[src/pchr_pkg.sv]
//==========================================================================
// Purpose: shared constants for the configuration header register block
// Assumes: 32-bit configuration data, dword-aligned byte offsets
// Notes:   all offsets are byte addresses of configuration space
//==========================================================================
package pchr_pkg;
    //======================================================================
    // register offsets
    //======================================================================
    localparam logic [7:0]  OFS_CMD_STAT   = 8'h04;  // command and status
    localparam logic [7:0]  OFS_REV_CLASS  = 8'h08;  // revision and class
    localparam logic [7:0]  OFS_HDR_MISC   = 8'h0c;  // line, latency, header, self test
    //======================================================================
    // field positions
    //======================================================================
    localparam int          BIT_IO_EN      = 0;      // i/o space enable
    localparam int          BIT_MEM_EN     = 1;      // memory space enable
    localparam int          BIT_PERR_EN    = 6;      // parity check/report enable
    localparam int          BIT_WAIT_EN    = 7;      // wait cycle enable, fixed
    localparam int          BIT_SERR_EN    = 8;      // system error enable
    localparam int          BIT_MDPE       = 24;     // master parity reported, fixed
    localparam int          BIT_DEVSEL_LO  = 25;     // devsel timing field low bit
    localparam int          BIT_SERR_SIG   = 30;     // system error generated
    localparam int          BIT_PERR_DET   = 31;     // parity error detected
    //======================================================================
    // fixed and reset values
    //======================================================================
    localparam logic [1:0]  DEVSEL_SLOW    = 2'b10;       // slow decode target
    localparam logic [23:0] CLASS_CODE     = 24'h06_0500; // card bridge class
    localparam logic [31:0] HDR_MISC_VAL   = 32'h0000_0000;
    localparam logic [31:0] ZERO_WORD      = 32'h0000_0000;
    localparam logic        CMD_RESET      = 1'b0;        // writable bits reset low
endpackage : pchr_pkg

[src/pchr_cfg_regs.sv]
//==========================================================================
// Purpose: configuration header words: command/status, revision/class, misc
// Assumes: one configuration read or write per request, answered next cycle
// Notes:   offsets outside this block's three words read as zero
//==========================================================================
// Function
// - memory enable gates all memory decoding
// - parity enable gates reporting, not detection
// - wait cycle enable reads fixed one
// - address parity error raises SERR when enabled
// - master parity reported bit reads zero
// - devsel timing field reads binary 10
// - generated flag sets whenever SERR asserted
// - SERR only for address parity errors
// - detected flag sets regardless of enable
// - revision byte equals mask revision byte
// - class code reads bridge code fixed
// - header/misc word reads all zero
// - i/o enable gates all i/o decoding
`timescale 1ns/1ps
module pchr_cfg_regs (
    input  wire logic        clk,            // configuration clock, 40 MHz
    input  wire logic        reset,          // synchronous, active high
    input  wire logic        cfg_rd,         // configuration read request
    input  wire logic        cfg_wr,         // configuration write request
    input  wire logic [7:0]  cfg_addr,       // byte offset, dword aligned
    input  wire logic [3:0]  cfg_be,         // byte enables of the write
    input  wire logic [31:0] cfg_wdata,      // write data
    input  wire logic [7:0]  mask_rev,       // mask revision byte
    input  wire logic        addr_perr,      // address parity error, pulse
    input  wire logic        data_perr,      // data parity error, pulse
    input  wire logic        mem_hit,        // memory access hits a window
    input  wire logic        io_hit,         // i/o access hits our range
    output logic [31:0]      cfg_rdata,      // read data, valid with ack
    output logic             cfg_ack,        // request answered, pulse
    output logic             mem_space_en,   // memory decode enable
    output logic             io_space_en,    // i/o decode enable
    output logic             mem_claim,      // memory access claimed
    output logic             io_claim,       // i/o access claimed
    output logic             serr_oe_n,      // system error pin drive
    output logic             perr_oe_n       // parity error pin drive
);
    import pchr_pkg::*;

    //======================================================================
    // command bits and answer registers
    //======================================================================
    logic        io_en_reg;     // i/o space enable
    logic        mem_en_reg;    // memory space enable
    logic        perr_en_reg;   // parity check/report enable
    logic        serr_en_reg;   // system error enable
    logic [31:0] rdata_reg;     // read answer
    logic        ack_reg;       // answer strobe
    logic        mclaim_reg;    // memory claim
    logic        iclaim_reg;    // i/o claim
    logic        det_flag;      // detected flag from error unit
    logic        sig_flag;      // generated flag from error unit

    //======================================================================
    // decode
    //======================================================================
    // a full-byte compare: any offset outside the three words falls to zero
    wire logic sel_cs   = (cfg_addr == OFS_CMD_STAT);
    wire logic sel_rc   = (cfg_addr == OFS_REV_CLASS);
    wire logic sel_hm   = (cfg_addr == OFS_HDR_MISC);
    wire logic wr_cs    = cfg_wr & sel_cs;
    wire logic wr_lane0 = wr_cs & cfg_be[0];
    wire logic wr_lane1 = wr_cs & cfg_be[1];
    // reserved status bits are written zero by software and never stored
    wire logic wr_lane3 = wr_cs & cfg_be[3];
    wire logic clr_det  = wr_lane3 & cfg_wdata[BIT_PERR_DET];
    wire logic clr_sig  = wr_lane3 & cfg_wdata[BIT_SERR_SIG];

    // status/command word as read; reserved bits return zero
    wire logic [31:0] cs_word = {det_flag, sig_flag, 3'b000,
                                 DEVSEL_SLOW,
                                 1'b0,
                                 15'h0000,
                                 serr_en_reg,
                                 1'b1,
                                 perr_en_reg, 4'h0,
                                 mem_en_reg, io_en_reg};
    wire logic [31:0] rc_word = {CLASS_CODE, mask_rev};
    // unmapped offsets answer zero and still get an ack, so a probe never hangs
    wire logic [31:0] rd_next = sel_cs ? cs_word :
                                sel_rc ? rc_word :
                                sel_hm ? HDR_MISC_VAL :
                                ZERO_WORD;

    //======================================================================
    // command register writes
    //======================================================================
    // lanes 0 and 1 hold the writable command bits; lane 2 is all reserved
    always_ff @(posedge clk) begin
        if (reset) begin
            io_en_reg   <= CMD_RESET;
            mem_en_reg  <= CMD_RESET;
            perr_en_reg <= CMD_RESET;
            serr_en_reg <= CMD_RESET;
        end else begin
            if (wr_lane0) begin
                io_en_reg   <= cfg_wdata[BIT_IO_EN];
                mem_en_reg  <= cfg_wdata[BIT_MEM_EN];
                perr_en_reg <= cfg_wdata[BIT_PERR_EN];
            end
            if (wr_lane1) begin
                serr_en_reg <= cfg_wdata[BIT_SERR_EN];
            end
        end
    end

    //======================================================================
    // answers and decode claims
    //======================================================================
    // claims are registered so the window decode sees a clean level; the
    // cost is one cycle of latency on every card access
    always_ff @(posedge clk) begin
        if (reset) begin
            rdata_reg  <= ZERO_WORD;
            ack_reg    <= 1'b0;
            mclaim_reg <= 1'b0;
            iclaim_reg <= 1'b0;
        end else begin
            rdata_reg  <= cfg_rd ? rd_next : ZERO_WORD;
            ack_reg    <= cfg_rd | cfg_wr;
            mclaim_reg <= mem_hit & mem_en_reg;
            iclaim_reg <= io_hit & io_en_reg;
        end
    end

    //======================================================================
    // error flags and pins
    //======================================================================
    pchr_err_unit u_err (
        .clk           (clk),
        .reset         (reset),
        .addr_perr     (addr_perr),
        .data_perr     (data_perr),
        .perr_en       (perr_en_reg),
        .serr_en       (serr_en_reg),
        .clr_det       (clr_det),
        .clr_sig       (clr_sig),
        .det_reg       (det_flag),
        .sig_reg       (sig_flag),
        .serr_oe_n_reg (serr_oe_n),
        .perr_oe_n_reg (perr_oe_n)
    );

    // outputs straight from the flops above, no logic after them
    assign cfg_rdata    = rdata_reg;
    assign cfg_ack      = ack_reg;
    assign mem_space_en = mem_en_reg;
    assign io_space_en  = io_en_reg;
    assign mem_claim    = mclaim_reg;
    assign io_claim     = iclaim_reg;

    //======================================================================
    // checks
    //======================================================================
    a_mem_gate: assert property (@(posedge clk) disable iff (reset)
        mem_claim |-> $past(mem_hit) && $past(mem_space_en))
        else $error("memory claimed while disabled");
    a_io_gate: assert property (@(posedge clk) disable iff (reset)
        $past(io_hit) && !$past(io_space_en) |-> !io_claim)
        else $error("i/o claimed while disabled");
    a_perr_gate: assert property (@(posedge clk) disable iff (reset)
        !perr_oe_n |-> $past(data_perr) && $past(perr_en_reg))
        else $error("parity reported while disabled");
    a_serr_cause: assert property (@(posedge clk) disable iff (reset)
        !serr_oe_n |-> $past(addr_perr) && $past(serr_en_reg) && $past(perr_en_reg))
        else $error("system error without address parity cause");
    a_serr_fire: assert property (@(posedge clk) disable iff (reset)
        addr_perr && serr_en_reg && perr_en_reg |=> !serr_oe_n)
        else $error("system error not raised");
    a_sig_flag: assert property (@(posedge clk) disable iff (reset)
        !serr_oe_n |-> sig_flag)
        else $error("generated flag not set");
    a_det_any: assert property (@(posedge clk) disable iff (reset)
        addr_perr || data_perr |=> det_flag)
        else $error("detected flag not set");
    a_w1c_clear: assert property (@(posedge clk) disable iff (reset)
        clr_det && !addr_perr && !data_perr |=> !det_flag)
        else $error("detected flag not cleared");
    a_fixed_bits: assert property (@(posedge clk) disable iff (reset)
        $past(cfg_rd) && $past(sel_cs) |-> cfg_rdata[BIT_WAIT_EN] &&
        !cfg_rdata[BIT_MDPE] && cfg_rdata[BIT_DEVSEL_LO+1 -: 2] == DEVSEL_SLOW)
        else $error("fixed status bits wrong");
    a_rev_class: assert property (@(posedge clk) disable iff (reset)
        $past(cfg_rd) && $past(sel_rc) |-> cfg_rdata == {CLASS_CODE, $past(mask_rev)})
        else $error("revision/class word wrong");
    a_hdr_zero: assert property (@(posedge clk) disable iff (reset)
        $past(cfg_rd) && $past(sel_hm) |-> cfg_rdata == 32'h0000_0000)
        else $error("header word not zero");

    // write paths and flag lifetimes: these catch a lost lane or a clear beating a set
    a_mem_write: assert property (@(posedge clk) disable iff (reset)
        wr_lane0 |=> mem_space_en == $past(cfg_wdata[BIT_MEM_EN]))
        else $error("memory enable not written");
    a_io_write: assert property (@(posedge clk) disable iff (reset)
        wr_lane0 |=> io_space_en == $past(cfg_wdata[BIT_IO_EN]))
        else $error("i/o enable not written");
    a_det_hold: assert property (@(posedge clk) disable iff (reset)
        det_flag && !clr_det |=> det_flag)
        else $error("detected flag lost");
    a_set_wins: assert property (@(posedge clk) disable iff (reset)
        clr_det && (addr_perr || data_perr) |=> det_flag)
        else $error("clear beat a new parity error");
    a_sig_cause: assert property (@(posedge clk) disable iff (reset)
        $rose(sig_flag) |-> !serr_oe_n)
        else $error("generated flag set without system error");
    a_perr_fire: assert property (@(posedge clk) disable iff (reset)
        data_perr && perr_en_reg |=> !perr_oe_n)
        else $error("parity error not reported");
    a_rev_byte: assert property (@(posedge clk) disable iff (reset)
        $past(cfg_rd) && $past(sel_rc) |-> cfg_rdata[7:0] == $past(mask_rev))
        else $error("revision byte wrong");

    // covers for the main scenarios
    c_serr_seen: cover property (@(posedge clk) disable iff (reset) !serr_oe_n);
    c_clear_race: cover property (@(posedge clk) disable iff (reset) clr_det && data_perr);
    c_mem_claim: cover property (@(posedge clk) disable iff (reset) mem_claim);
    c_io_claim: cover property (@(posedge clk) disable iff (reset) io_claim);
    c_sig_clear: cover property (@(posedge clk) disable iff (reset) sig_flag && clr_sig);
endmodule : pchr_cfg_regs

[src/pchr_err_unit.sv]
//==========================================================================
// Purpose: parity error status flags and system error pin drive
// Assumes: parity error inputs are one-cycle pulses from the target logic
// Notes:   pin drives are open drain, enable active low
//==========================================================================
`timescale 1ns/1ps
module pchr_err_unit (
    input  wire logic clk,          // configuration clock
    input  wire logic reset,        // synchronous, active high
    input  wire logic addr_perr,    // address parity error seen, pulse
    input  wire logic data_perr,    // data parity error seen, pulse
    input  wire logic perr_en,      // parity check/report enable
    input  wire logic serr_en,      // system error enable
    input  wire logic clr_det,      // write-one clear of detected flag
    input  wire logic clr_sig,      // write-one clear of generated flag
    output logic      det_reg,      // parity error detected flag
    output logic      sig_reg,      // system error generated flag
    output logic      serr_oe_n_reg,// system error pin drive, low drives
    output logic      perr_oe_n_reg // parity error pin drive, low drives
);
    import pchr_pkg::*;

    //======================================================================
    // decode
    //======================================================================
    // only address parity may raise the system error, and only when both on
    wire logic serr_fire = addr_perr & serr_en & perr_en;
    // data parity reporting is part of the gated reporting circuitry
    wire logic perr_fire = data_perr & perr_en;
    // detect flag ignores the enable on purpose
    wire logic det_set   = addr_perr | data_perr;
    // set wins over clear so an error in the clearing cycle is kept
    wire logic det_next  = det_set | (det_reg & ~clr_det);
    wire logic sig_next  = serr_fire | (sig_reg & ~clr_sig);

    //======================================================================
    // flags and pin drives
    //======================================================================
    always_ff @(posedge clk) begin
        if (reset) begin
            det_reg       <= CMD_RESET;
            sig_reg       <= CMD_RESET;
            serr_oe_n_reg <= 1'b1;
            perr_oe_n_reg <= 1'b1;
        end else begin
            det_reg       <= det_next;
            sig_reg       <= sig_next;
            serr_oe_n_reg <= ~serr_fire;   // one-cycle drive per error
            perr_oe_n_reg <= ~perr_fire;
        end
    end
endmodule : pchr_err_unit

[config.mk]
export PLATFORM = sky130hd
export DESIGN_NAME = pchr_cfg_regs
export DESIGN_NICKNAME = d
export VERILOG_FILES = /design/src/pchr_pkg.sv /design/src/pchr_cfg_regs.sv /design/src/pchr_err_unit.sv
export SDC_FILE = /design/constraint.sdc
export NUM_CORES = 1
export LEC_CHECK = 0
export CAP_MARGIN = 20
export CELL_PAD_IN_SITES_DETAIL_PLACEMENT = 1
export CELL_PAD_IN_SITES_GLOBAL_PLACEMENT = 1
export CORE_ASPECT_RATIO = 1.25
export CORE_MARGIN = 10
export CORE_UTILIZATION = 40
export DETAILED_ROUTE_END_ITERATION = 8
export DONT_BUFFER_PORTS = 1
export PLACE_DENSITY = 0.85
export REMOVE_ABC_BUFFERS = 1
export SYNTH_ARGS = -nofsm -noshare
export SYNTH_HDL_FRONTEND = slang
export SYNTH_SLANG_ARGS = --single-unit
[constraint.sdc]
create_clock -name clk -period 1.95 [get_ports clk]
set_clock_uncertainty 0.15 [all_clocks]
set_input_delay 0.195 -clock clk [delete_from_list [all_inputs] [get_ports clk]]
set_output_delay 0.195 -clock clk [all_outputs]
set_load 0.01 [all_outputs]
==> flow_summary_export.csv, run 1 <==
group,metric,value,unit
clock_tree,numClockSinks,24,
power,leakage,0.612,nW
logic_synthesis,synth_xor_area_frac,0,
worst_setup_path,arrival,2030,ps
logic_synthesis,yosysSeqAreaShare,0.465,
floorplanning,fp-row-count,20,
global_route,grt_pass1_wl,5790,um
clock_tree,cts_setup_buffers,0,
finish,largest_register_ff_count,13,
hold_path,hold_class,"in2reg",
logic_synthesis,yosysMostFrequentCell,"dfxtp_1",
timing,finalSetupTns,0,ps
logic_synthesis,synth_compound_area_frac,0.0558,
floorplanning,die_x,65.4,um
timing,slew_headroom,0.568,
place,io_buffer_count,0,
clock_tree,path_clk_slew,120,ps
clock_tree,cts_buffer_depth,2,
route,routedWlPerCell,22.4,um
floorplanning,initial_utilization,0.421,
logic_synthesis,netlist_top_cells_count,"dfxtp_1 (24), buf_4 (19), nand2b_1 (9), nor2_1 (9), and3_1 (8)",
global_route,grt_max_degree,14,
worst_setup_path,end_kind,"flop",
clock_tree,htree_num_levels,1,
floorplanning,core,2450,um2
logic_synthesis,synthAdderAreaFrac,0,
logic_synthesis,synth_top_family_by_area,"simple AND/OR/NAND/NOR gates",
clock_tree,cts_tree,"yes",
global_route,track_usage,0.151,
hold_path,holdPathStages,2,
logic_synthesis,syn_inst,103,
route,wirelength,3850,um
route,drcViolationCount,0,
finish,num-nets-final,200,
worst_setup_path,r2r_end,"u_err.det_reg$_SDFF_PP0_",
global_route,grt-busiest-layer,"met2",
route,firstDrtPassIters,4,
place,finalWeightedCongestion,0.673,
run_status,outcome,"finished, final reports clean",
route,viasPerCell,4.98,
worst_setup_path,timing.rr.start,"u_err.det_reg$_SDFF_PP0_",
logic_synthesis,synthSimpleGateAreaFrac,0.280,
finish,stdcell_count,172,
run,max_cap_viol_count,0,
timing,worst_slew_pin_slew,646,ps
finish,fin_util,0.568,
timing,rsz0062_at_grt,"yes",
worst_setup_path,worstSetupPathType,"in2reg",
clock_tree,worstSkewPairLatency,330,ps
timing,final_hold_viol_count,0,
floorplanning,die_h,76.8,um
clock_tree,numCtsBuffers,3,
logic_synthesis,synth_top_cell_by_area,"dfxtp_1",
global_route,overflow,0,
timing,setup_viol,0,
global_route,antenna_found_initial,1,
worst_setup_path,crit_fanout,5,
global_route,met1_usage,0.144,
logic_synthesis,muxShareOfSynthArea,0.0388,
worst_setup_path,cp_data_required_time,2080,ps
clock_tree,root_buffer,"clkbuf_4",
place,hpwl,2270,um
logic_synthesis,synth_edf_count,0,
global_route,use_met2,0.249,
timing,drv_slew,0,
logic_synthesis,netlist_area,1030,um2
logic_synthesis,yosys_warnings,0,
floorplanning,ios,99,
timing,max_freq,526,MHz
logic_synthesis,ys.flop_type,"dfxtp_1",
logic_synthesis,synth_top_area_share,0.465,
hold_path,hold_start,"cfg_addr[3]",
worst_setup_path,r2r_cells,4,
logic_synthesis,syn_area_per_cell,10.0,um2
worst_setup_path,startpoint_type,"primary input",
logic_synthesis,synth_area_leaders,"dfxtp_1 (47%), buf_4 (14%), nand2b_1 (5.5%)",
worst_setup_path,r2r_slack,360,ps
logic_synthesis,ys_ff_latch,24,
finish,area_growth,35.0,%
route,antenna_left,0,
timing,timing.final.crit_share,0.975,
floorplanning,die-area,5030,um2
timing,period_needed,1900,ps
hold_path,holdPathEnd,"cfg_rdata[31]$_SDFF_PP0_",
place,post-place-cells,130,
logic_synthesis,async_flop_share,0,
finish,drive_gt1_frac,0.0652,
power,ir_drop,0.355,mV
global_route,grt_use_met3,0.0698,
route,vias,857,
global_route,grt_pass1_vias,1035,
power,power.density,581,nW/um2
route,detail_route.iter0.violations,34,
logic_synthesis,synth.distinct_cells,24,
==> worst max-delay path: stages <==
cell           delay, ps
or4_4                590
or4_4                540
nor2_1               110
dlygate4sd3_1        590
==> report_power, final <==
group	switching, mW	internal (mW)
registers	0.00241	0.493
logic	0.0459	0.0473
clock network	0.149	0.0729
total	0.197	0.613
==> cell usage in the layout, fill, tap and decap left out, types with 2 or more instances in the layout <==
master	netlist	final
dlygate4sd3_1	0	37
dfxtp_1	24	24
conb_1	1	17
nor2_1	9	9
nand2b_1	9	9
and3_1	8	8
mux2i_1	4	4
nand4b_1	3	3
a22oi_1	3	3
clkbuf_4	0	3
or4_4	2	2
nand3b_1	2	2
nor2b_1	2	2
nor4_4	2	2
inv_1	2	2
==> final cells by class <==
class,instances,area [um2]
Timing Repair Buffer,38,383
Fill cell,289,1060
Tap cell,33,41.3
Clock buffer,3,22.5
Antenna cell,1,2.50
Multi-Input combinational cell,71,457
Sequential cell,24,480
Inverter,2,7.51
==> logic make-up (layout without fill, tap and decap cells) <==
group | after synthesis | after routing
other | 1 | 18
AOI/OAI and AO/OA | 8 | 8
and+or+nand+nor | 42 | 42
muxes | 4 | 4
DFF | 24 | 24
buffers and inverters | 24 | 43
==> metal layers <==
layer | part of all wire | routed length [um]
met1 | 0.37 | 1430
met2 | 0.49 | 1910
met3 | 0.10 | 398
met4 | 0.031 | 121
met5 | 0 | 0
==> stage by stage <==
| stage | hold WS, ps | power, mW | setup slack [ps] | area [um2] |
|---|---|---|---|---|
| after global routing | 79.6 | 0.839 | 1.64 | 1390 |
| final | 74.2 | 0.810 | 47.8 | 1390 |
| after global placement | 120 | 0.547 | 296 | 980 |
| after detailed placement | 127 | 0.548 | 276 | 980 |
| after floorplan | 117 | 0.544 | 358 | 938 |
| after CTS | 26.0 | 0.796 | 56.8 | 1360 |
==> timing repair <==
| item | 4_1_cts | 5_1_grt |
|---|---|---|
| hold buffers | 36 | 2 |
| gates resized for setup | 0 | 2 |
| endpoints found under the hold margin | 24 | 1 |
| endpoints found under the setup margin | 0 | 6 |
==> worst max-delay path by stage <==
stage / startpoint / end / slack, ps / cells after the start
after floorplan: cfg_addr[1] / cfg_rdata[0]$_SDFF_PP0_ / 360 / 3
after global placement: cfg_addr[1] / u_err.det_reg$_SDFF_PP0_ / 300 / 3
after detailed placement: cfg_addr[1] / u_err.det_reg$_SDFF_PP0_ / 280 / 3
after CTS: cfg_addr[5] / cfg_rdata[31]$_SDFF_PP0_ / 60 / 4
after global routing: cfg_addr[6] / cfg_rdata[0]$_SDFF_PP0_ / 2 / 4
final: cfg_addr[6] / cfg_rdata[0]$_SDFF_PP0_ / 50 / 4
Note: power is estimated with default switching activity, not from simulation.
==> run 2: changes to the inputs <==
--- a/config.mk
+++ b/config.mk
@@ -11,6 +11,7 @@
 export CORE_ASPECT_RATIO = 1.25
 export CORE_MARGIN = 10
 export CORE_UTILIZATION = 40
+export CTS_BUF_LIST = sky130_fd_sc_hd__clkbuf_8 sky130_fd_sc_hd__clkbuf_16
 export DETAILED_ROUTE_END_ITERATION = 8
 export DONT_BUFFER_PORTS = 1
 export PLACE_DENSITY = 0.85
==> flow_summary_export.csv, run 2 (same netlist as run 1, synthesis figures left out) <==
group,metric,value,unit
run_status,outcome,"complete, but fails checks",
place,dpl_cell_area,980,um2
worst_setup_path,arrival,1990,ps
clock_tree,path_clk_slew,80,ps
timing,period_needed,1930,ps
timing,slew_headroom,0.508,
worst_setup_path,cp.depth,4,
finish,final_common_cell,"dlygate4sd3_1",
power,leakage,0.563,nW
worst_setup_path,crit_fanout,5,
floorplanning,die-area,5030,um2
global_route,track_usage,0.144,
place,io_buffer_count,0,
worst_setup_path,r2r_cells,3,
timing,whs,-7.21,ps
global_route,grt_max_degree,14,
clock_tree,numCtsBuffers,3,
worst_setup_path,r2r_end,"cfg_rdata[6]$_SDFF_PP0_",
finish,fin_util,0.545,
worst_setup_path,cp_data_required_time,2010,ps
worst_setup_path,worstSetupPathType,"in2reg",
timing,setup_viol,0,
finish,largest_register_ff_count,13,
floorplanning,initial_utilization,0.421,
worst_setup_path,critPathTopFamily,"simple AND/OR/NAND/NOR gates",
floorplanning,die_x,65.4,um
power,ir_drop,0.312,mV
floorplanning,ios,99,
route,drcViolationCount,0,
worst_setup_path,slowest_delay,570,ps
floorplanning,die_h,76.8,um
finish,num-nets-final,194,
global_route,antenna_found_initial,0,
place,hpwl,2270,um
worst_setup_path,end_kind,"flop",
floorplanning,core,2450,um2
worst_setup_path,endpoint,"cfg_rdata[1]$_SDFF_PP0_",
worst_setup_path,cp.buffers_inverters,1,
floorplanning,fp-row-count,20,
global_route,grt_pass1_vias,971,
hold_path,hold_class,"in2reg",
worst_setup_path,critPathLaunch,"cfg_addr[1]",
timing,timing.final.crit_share,0.990,
clock_tree,cts_buffer_depth,2,
worst_setup_path,crit_top_cell,"or4_4",
timing,rsz0062_at_grt,"yes",
worst_setup_path,path_cells,"or4_4, or4_4, nor2_1, dlygate4sd3_1",
clock_tree,cts_tree,"yes",
timing,finalSetupTns,0,ps
worst_setup_path,startpoint_type,"primary input",
global_route,overflow,0,
route,viasPerCell,4.94,
route,wirelength,3650,um
clock_tree,root_buffer,"clkbuf_8",
timing,final_hold_viol_count,1,
route,detail_route.iter0.violations,16,
finish,layout_common_cells,"dlygate4sd3_1 (30), dfxtp_1 (24), conb_1 (17), nor2_1 (9), nand2b_1 (9)",
finish,fin_area,1340,um2
route,firstDrtPassIters,4,
finish,drive_gt1_frac,0.0758,
finish,area_growth,29.5,%
run_status,violations,"hold timing",
clock_tree,htree_num_levels,1,
route,routedWlPerCell,22.1,um
worst_setup_path,r2r_slack,460,ps
power,power.density,655,nW/um2
place,post-place-cells,130,
route,vias,815,
worst_setup_path,slowest_stage,"or4_4",
route,antenna_left,0,
timing,worst_slew_pin_slew,737,ps
clock_tree,worstSkewPairLatency,260,ps
place,finalWeightedCongestion,0.673,
global_route,grt_pass1_wl,5530,um
finish,antennaDiodeCount,0,
finish,stdcell_count,165,
timing,max_freq,518,MHz
run,max_cap_viol_count,0,
timing,drv_slew,0,
worst_setup_path,timing.rr.start,"perr_en_reg$_SDFFE_PP0P_",
clock_tree,numClockSinks,24,
[run 2: cell types whose count changed in the layout (fill, tap and decap cells not counted), moves of 2 or more]
cell and delta:
clkbuf_4 -3, buf_4 +2, dlygate4sd3_1 -7, clkbuf_8 +3
[run 2: worst min path at each step]
stage                      startpoint                        to  slack (ps)  depth (start not counted)
after floorplan                 reset        cfg_ack$_SDFF_PP0_         120                          1
after global placement          reset        cfg_ack$_SDFF_PP0_         120                          1
after detailed placement        reset        cfg_ack$_SDFF_PP0_         130                          1
after CTS                 cfg_addr[4]  cfg_rdata[18]$_SDFF_PP0_           2                          2
after global routing      cfg_addr[4]   cfg_rdata[0]$_SDFF_PP0_           9                          2
final                     cfg_addr[4]   cfg_rdata[0]$_SDFF_PP0_          -7                          2
[run 2: layout make-up]
cell class / instances / area, um2
Fill cell: 293 / 1120
Sequential cell: 24 / 480
Multi-Input combinational cell: 71 / 450
Timing Repair Buffer: 32 / 315
Clock buffer: 3 / 41.3
Tap cell: 33 / 41.3
Inverter: 2 / 7.51
[run 2: repair_timing]
item,CTS,global route
endpoints found under the setup margin,0,5
hold endpoints to repair,20,1
buffers inserted,0,2
gates resized for setup,0,0
hold buffers,30,1
[run 2: worst reg2reg max path, delay by kind of cell, from the launching register on]
kind,cells,cell delay (ps)
buf+inv,1,540
compound gates,1,140
simple gates,1,130
flops,1,470
[run 2: where the power goes]
group,switching (mW),internal [mW],leakage [nW]
sequential,0.00269,0.493,0.194
clock,0.153,0.138,0.0216
combinational,0.0441,0.0447,0.347
[run 2: per-layer routing]
metal,up-vias,share of wire,track usage
met3,5,0.091,0.0610
met5,-,0,0
met4,0,0.023,0.0773
met1,384,0.38,0.141
li1,374,-,-
met2,52,0.50,0.245
[run 2: metrics by stage]
stage                     worst slack, ps  power [mW]  hold WS (ps)
after floorplan                       358       0.544           117
after global placement                296       0.547           120
after detailed placement              276       0.548           127
after CTS                            23.8       0.863          2.29
after global routing                -12.4       0.898          9.37
final                                18.9       0.875         -7.21
==> run 3: changes to the inputs <==
--- a/config.mk
+++ b/config.mk
@@ -18,4 +18,5 @@
 export REMOVE_ABC_BUFFERS = 1
 export SYNTH_ARGS = -nofsm -noshare
 export SYNTH_HDL_FRONTEND = slang
+export SYNTH_HIERARCHICAL = 1
 export SYNTH_SLANG_ARGS = --single-unit
==> constraint.sdc (replaced) <==
create_clock -name clk -period 2.15 [get_ports clk]
set_clock_uncertainty 0.15 [all_clocks]
set_input_delay 0.215 -clock clk [delete_from_list [all_inputs] [get_ports clk]]
set_output_delay 0.215 -clock clk [all_outputs]
set_load 0.01 [all_outputs]
==> flow_summary_export.csv, run 3 <==
group,metric,value,unit
hold_path,holdPathStages,2,
logic_synthesis,synth.distinct_cells,25,
timing,period_needed,1750,ps
global_route,overflow,0,
logic_synthesis,syn_area_per_cell,10.0,um2
timing,final_hold_viol_count,0,
clock_tree,cts_buffer_depth,2,
finish,antennaDiodeCount,0,
logic_synthesis,yosysSeqAreaShare,0.467,
route,vias,827,
clock_tree,worstSkewPairLatency,260,ps
worst_setup_path,arrival,1750,ps
logic_synthesis,ys_ff_latch,24,
worst_setup_path,startpoint_type,"primary input",
clock_tree,root_buffer,"clkbuf_8",
logic_synthesis,yosysMostFrequentCell,"dfxtp_1",
route,wirelength,3180,um
logic_synthesis,synth_edf_count,0,
global_route,grt_pass1_wl,4920,um
timing,finalSetupTns,0,ps
worst_setup_path,r2r_end,"io_space_en$_SDFFE_PP0P_",
finish,area_growth,21.4,%
logic_synthesis,synth_top_area_share,0.467,
worst_setup_path,critPathLaunch,"cfg_addr[1]",
place,dpl_cell_area,988,um2
finish,largest_register_ff_count,13,
timing,slew_headroom,0.634,
floorplanning,core,2450,um2
clock_tree,path_clk_slew,70,ps
route,drcViolationCount,0,
floorplanning,die_x,65.4,um
finish,stdcell_count,158,
finish,drive_gt1_frac,0.0640,
finish,fin_area,1250,um2
hold_path,hold_start,"cfg_addr[4]",
floorplanning,ios,99,
global_route,grt_pass1_vias,946,
route,routedWlPerCell,20.1,um
floorplanning,die_h,76.7,um
route,firstDrtPassIters,4,
clock_tree,cts_tree,"yes",
clock_tree,numClockSinks,24,
logic_synthesis,synth_top_cell_by_area,"dfxtp_1",
logic_synthesis,async_flop_share,0,
power,leakage,0.537,nW
floorplanning,initial_utilization,0.420,
timing,rsz0062_at_grt,"no",
global_route,grt_max_degree,13,
route,detail_route.iter0.violations,29,
clock_tree,htree_num_levels,1,
finish,multi_input_area,455,um2
timing,drv_slew,0,
clock_tree,cts_setup_buffers,0,
route,antenna_left,0,
finish,final_common_cell,"dfxtp_1",
logic_synthesis,syn_inst,103,
worst_setup_path,end_kind,"flop",
worst_setup_path,cp_data_required_time,2150,ps
clock_tree,numCtsBuffers,3,
finish,fill_cells,304,
run,max_cap_viol_count,0,
hold_path,hold_class,"in2reg",
floorplanning,fp-row-count,20,
power,power.density,620,nW/um2
timing,fin_ws,402,ps
finish,seq_area,480,um2
logic_synthesis,ys.flop_type,"dfxtp_1",
run_status,outcome,"finished, final reports clean",
finish,num-nets-final,187,
timing,worst_slew_pin_slew,548,ps
worst_setup_path,timing.rr.start,"io_space_en$_SDFFE_PP0P_",
worst_setup_path,worstSetupPathType,"in2reg",
worst_setup_path,crit_fanout,3,
place,hpwl,2400,um
hold_path,holdPathEnd,"perr_en_reg$_SDFFE_PP0P_",
worst_setup_path,r2r_cells,3,
place,io_buffer_count,0,
logic_synthesis,yosys_warnings,6,
timing,timing.final.crit_share,0.813,
place,finalWeightedCongestion,0.702,
place,post-place-cells,133,
worst_setup_path,r2r_slack,730,ps
place,dp_worst_setup_slack,550,ps
power,ir_drop,0.314,mV
global_route,track_usage,0.125,
floorplanning,die-area,5020,um2
route,viasPerCell,5.23,
timing,max_freq,572,MHz
finish,layout_common_cells,"dfxtp_1 (24), dlygate4sd3_1 (22), conb_1 (17), nor2_1 (9), a21oi_1 (7)",
timing,setup_viol,0,
global_route,antenna_found_initial,0,
logic_synthesis,netlist_top_cells_count,"dfxtp_1 (24), buf_4 (19), nor2_1 (9)",
logic_synthesis,synth_area_leaders,"dfxtp_1 (47%), buf_4 (14%), and3_1 (3.6%)",
logic_synthesis,netlist_area,1030,um2
==> run 3: changes by cell type in the layout (fill, tap and decap cells not counted), sizes merged, moves of 2 or more <==
cell,before,now
buf,2,0
mux2i,4,0
nand2b,9,4
and3,8,6
dlygate4sd3,30,22
a21oi,1,7
nand4,0,4
o41ai,0,3
and3b,0,2
nand2,0,2
and4b,0,3
==> run 3: report_power, final <==
group	switching, mW	internal (mW)
combinational	0.0395	0.0367
sequential	0.00228	0.447
clock	0.125	0.125
==> run 3: how the worst max path moves through the flow <==
stage                     slack, ps  cells after the start                        to
after global placement          630                      5  u_err/sig_reg$_SDFF_PP0_
after detailed placement        550                      5  u_err/det_reg$_SDFF_PP0_
after CTS                       400                      4  io_space_en$_SDFFE_PP0P_
final                           400                      4  io_space_en$_SDFFE_PP0P_
after floorplan                 750                      3  io_space_en$_SDFFE_PP0P_
after global routing            330                      4  io_space_en$_SDFFE_PP0P_
==> run 3: metal layers <==
| layer | vias up | share of wire | GRT usage |
|---|---|---|---|
| met2 | 57 | 0.52 | 0.216 |
| met3 | 4 | 0.12 | 0.0596 |
| li1 | 379 | - | - |
| met1 | 387 | 0.34 | 0.121 |
| met5 | - | 0 | 0 |
| met4 | 0 | 0.019 | 0.0579 |
==> run 3: kinds of logic (layout without fill, tap and decap cells) <==
logic type      after synthesis  after routing  share of synthesized area
other cells                   1             17                    0.00364
simple gates                 41             41                      0.286
buf+inv                      22             28                      0.149
flops                        24             24                      0.467
compound gates               15             15                     0.0948
==> run 3: worst max-delay path, cell delays in order <==
cell           delay, ps
or4_4                540
o41ai_1              340
a21oi_1              100
dlygate4sd3_1        560
==> run 3: metrics by stage <==
step                      utilization  power, mW  hold WS, ps
after floorplan                     -      0.492          134
after global placement          0.403      0.496          136
after detailed placement        0.403      0.498          140
after CTS                       0.510      0.784         1.60
after global routing            0.510      0.810         30.7
final                           0.510      0.775         9.41
==> run 3: cell type report <==
type	count	area share
Tap cell	33	0.0330
Multi-Input combinational cell	73	0.364
Sequential cell	24	0.384
Clock buffer	3	0.0330
Timing Repair Buffer	22	0.176
Inverter	3	0.00901
==> run 3: what timing repair did <==
action,4_1_cts,5_1_grt
hold buffers,22,0
endpoints found under the hold margin,21,0
gates resized for setup,0,0
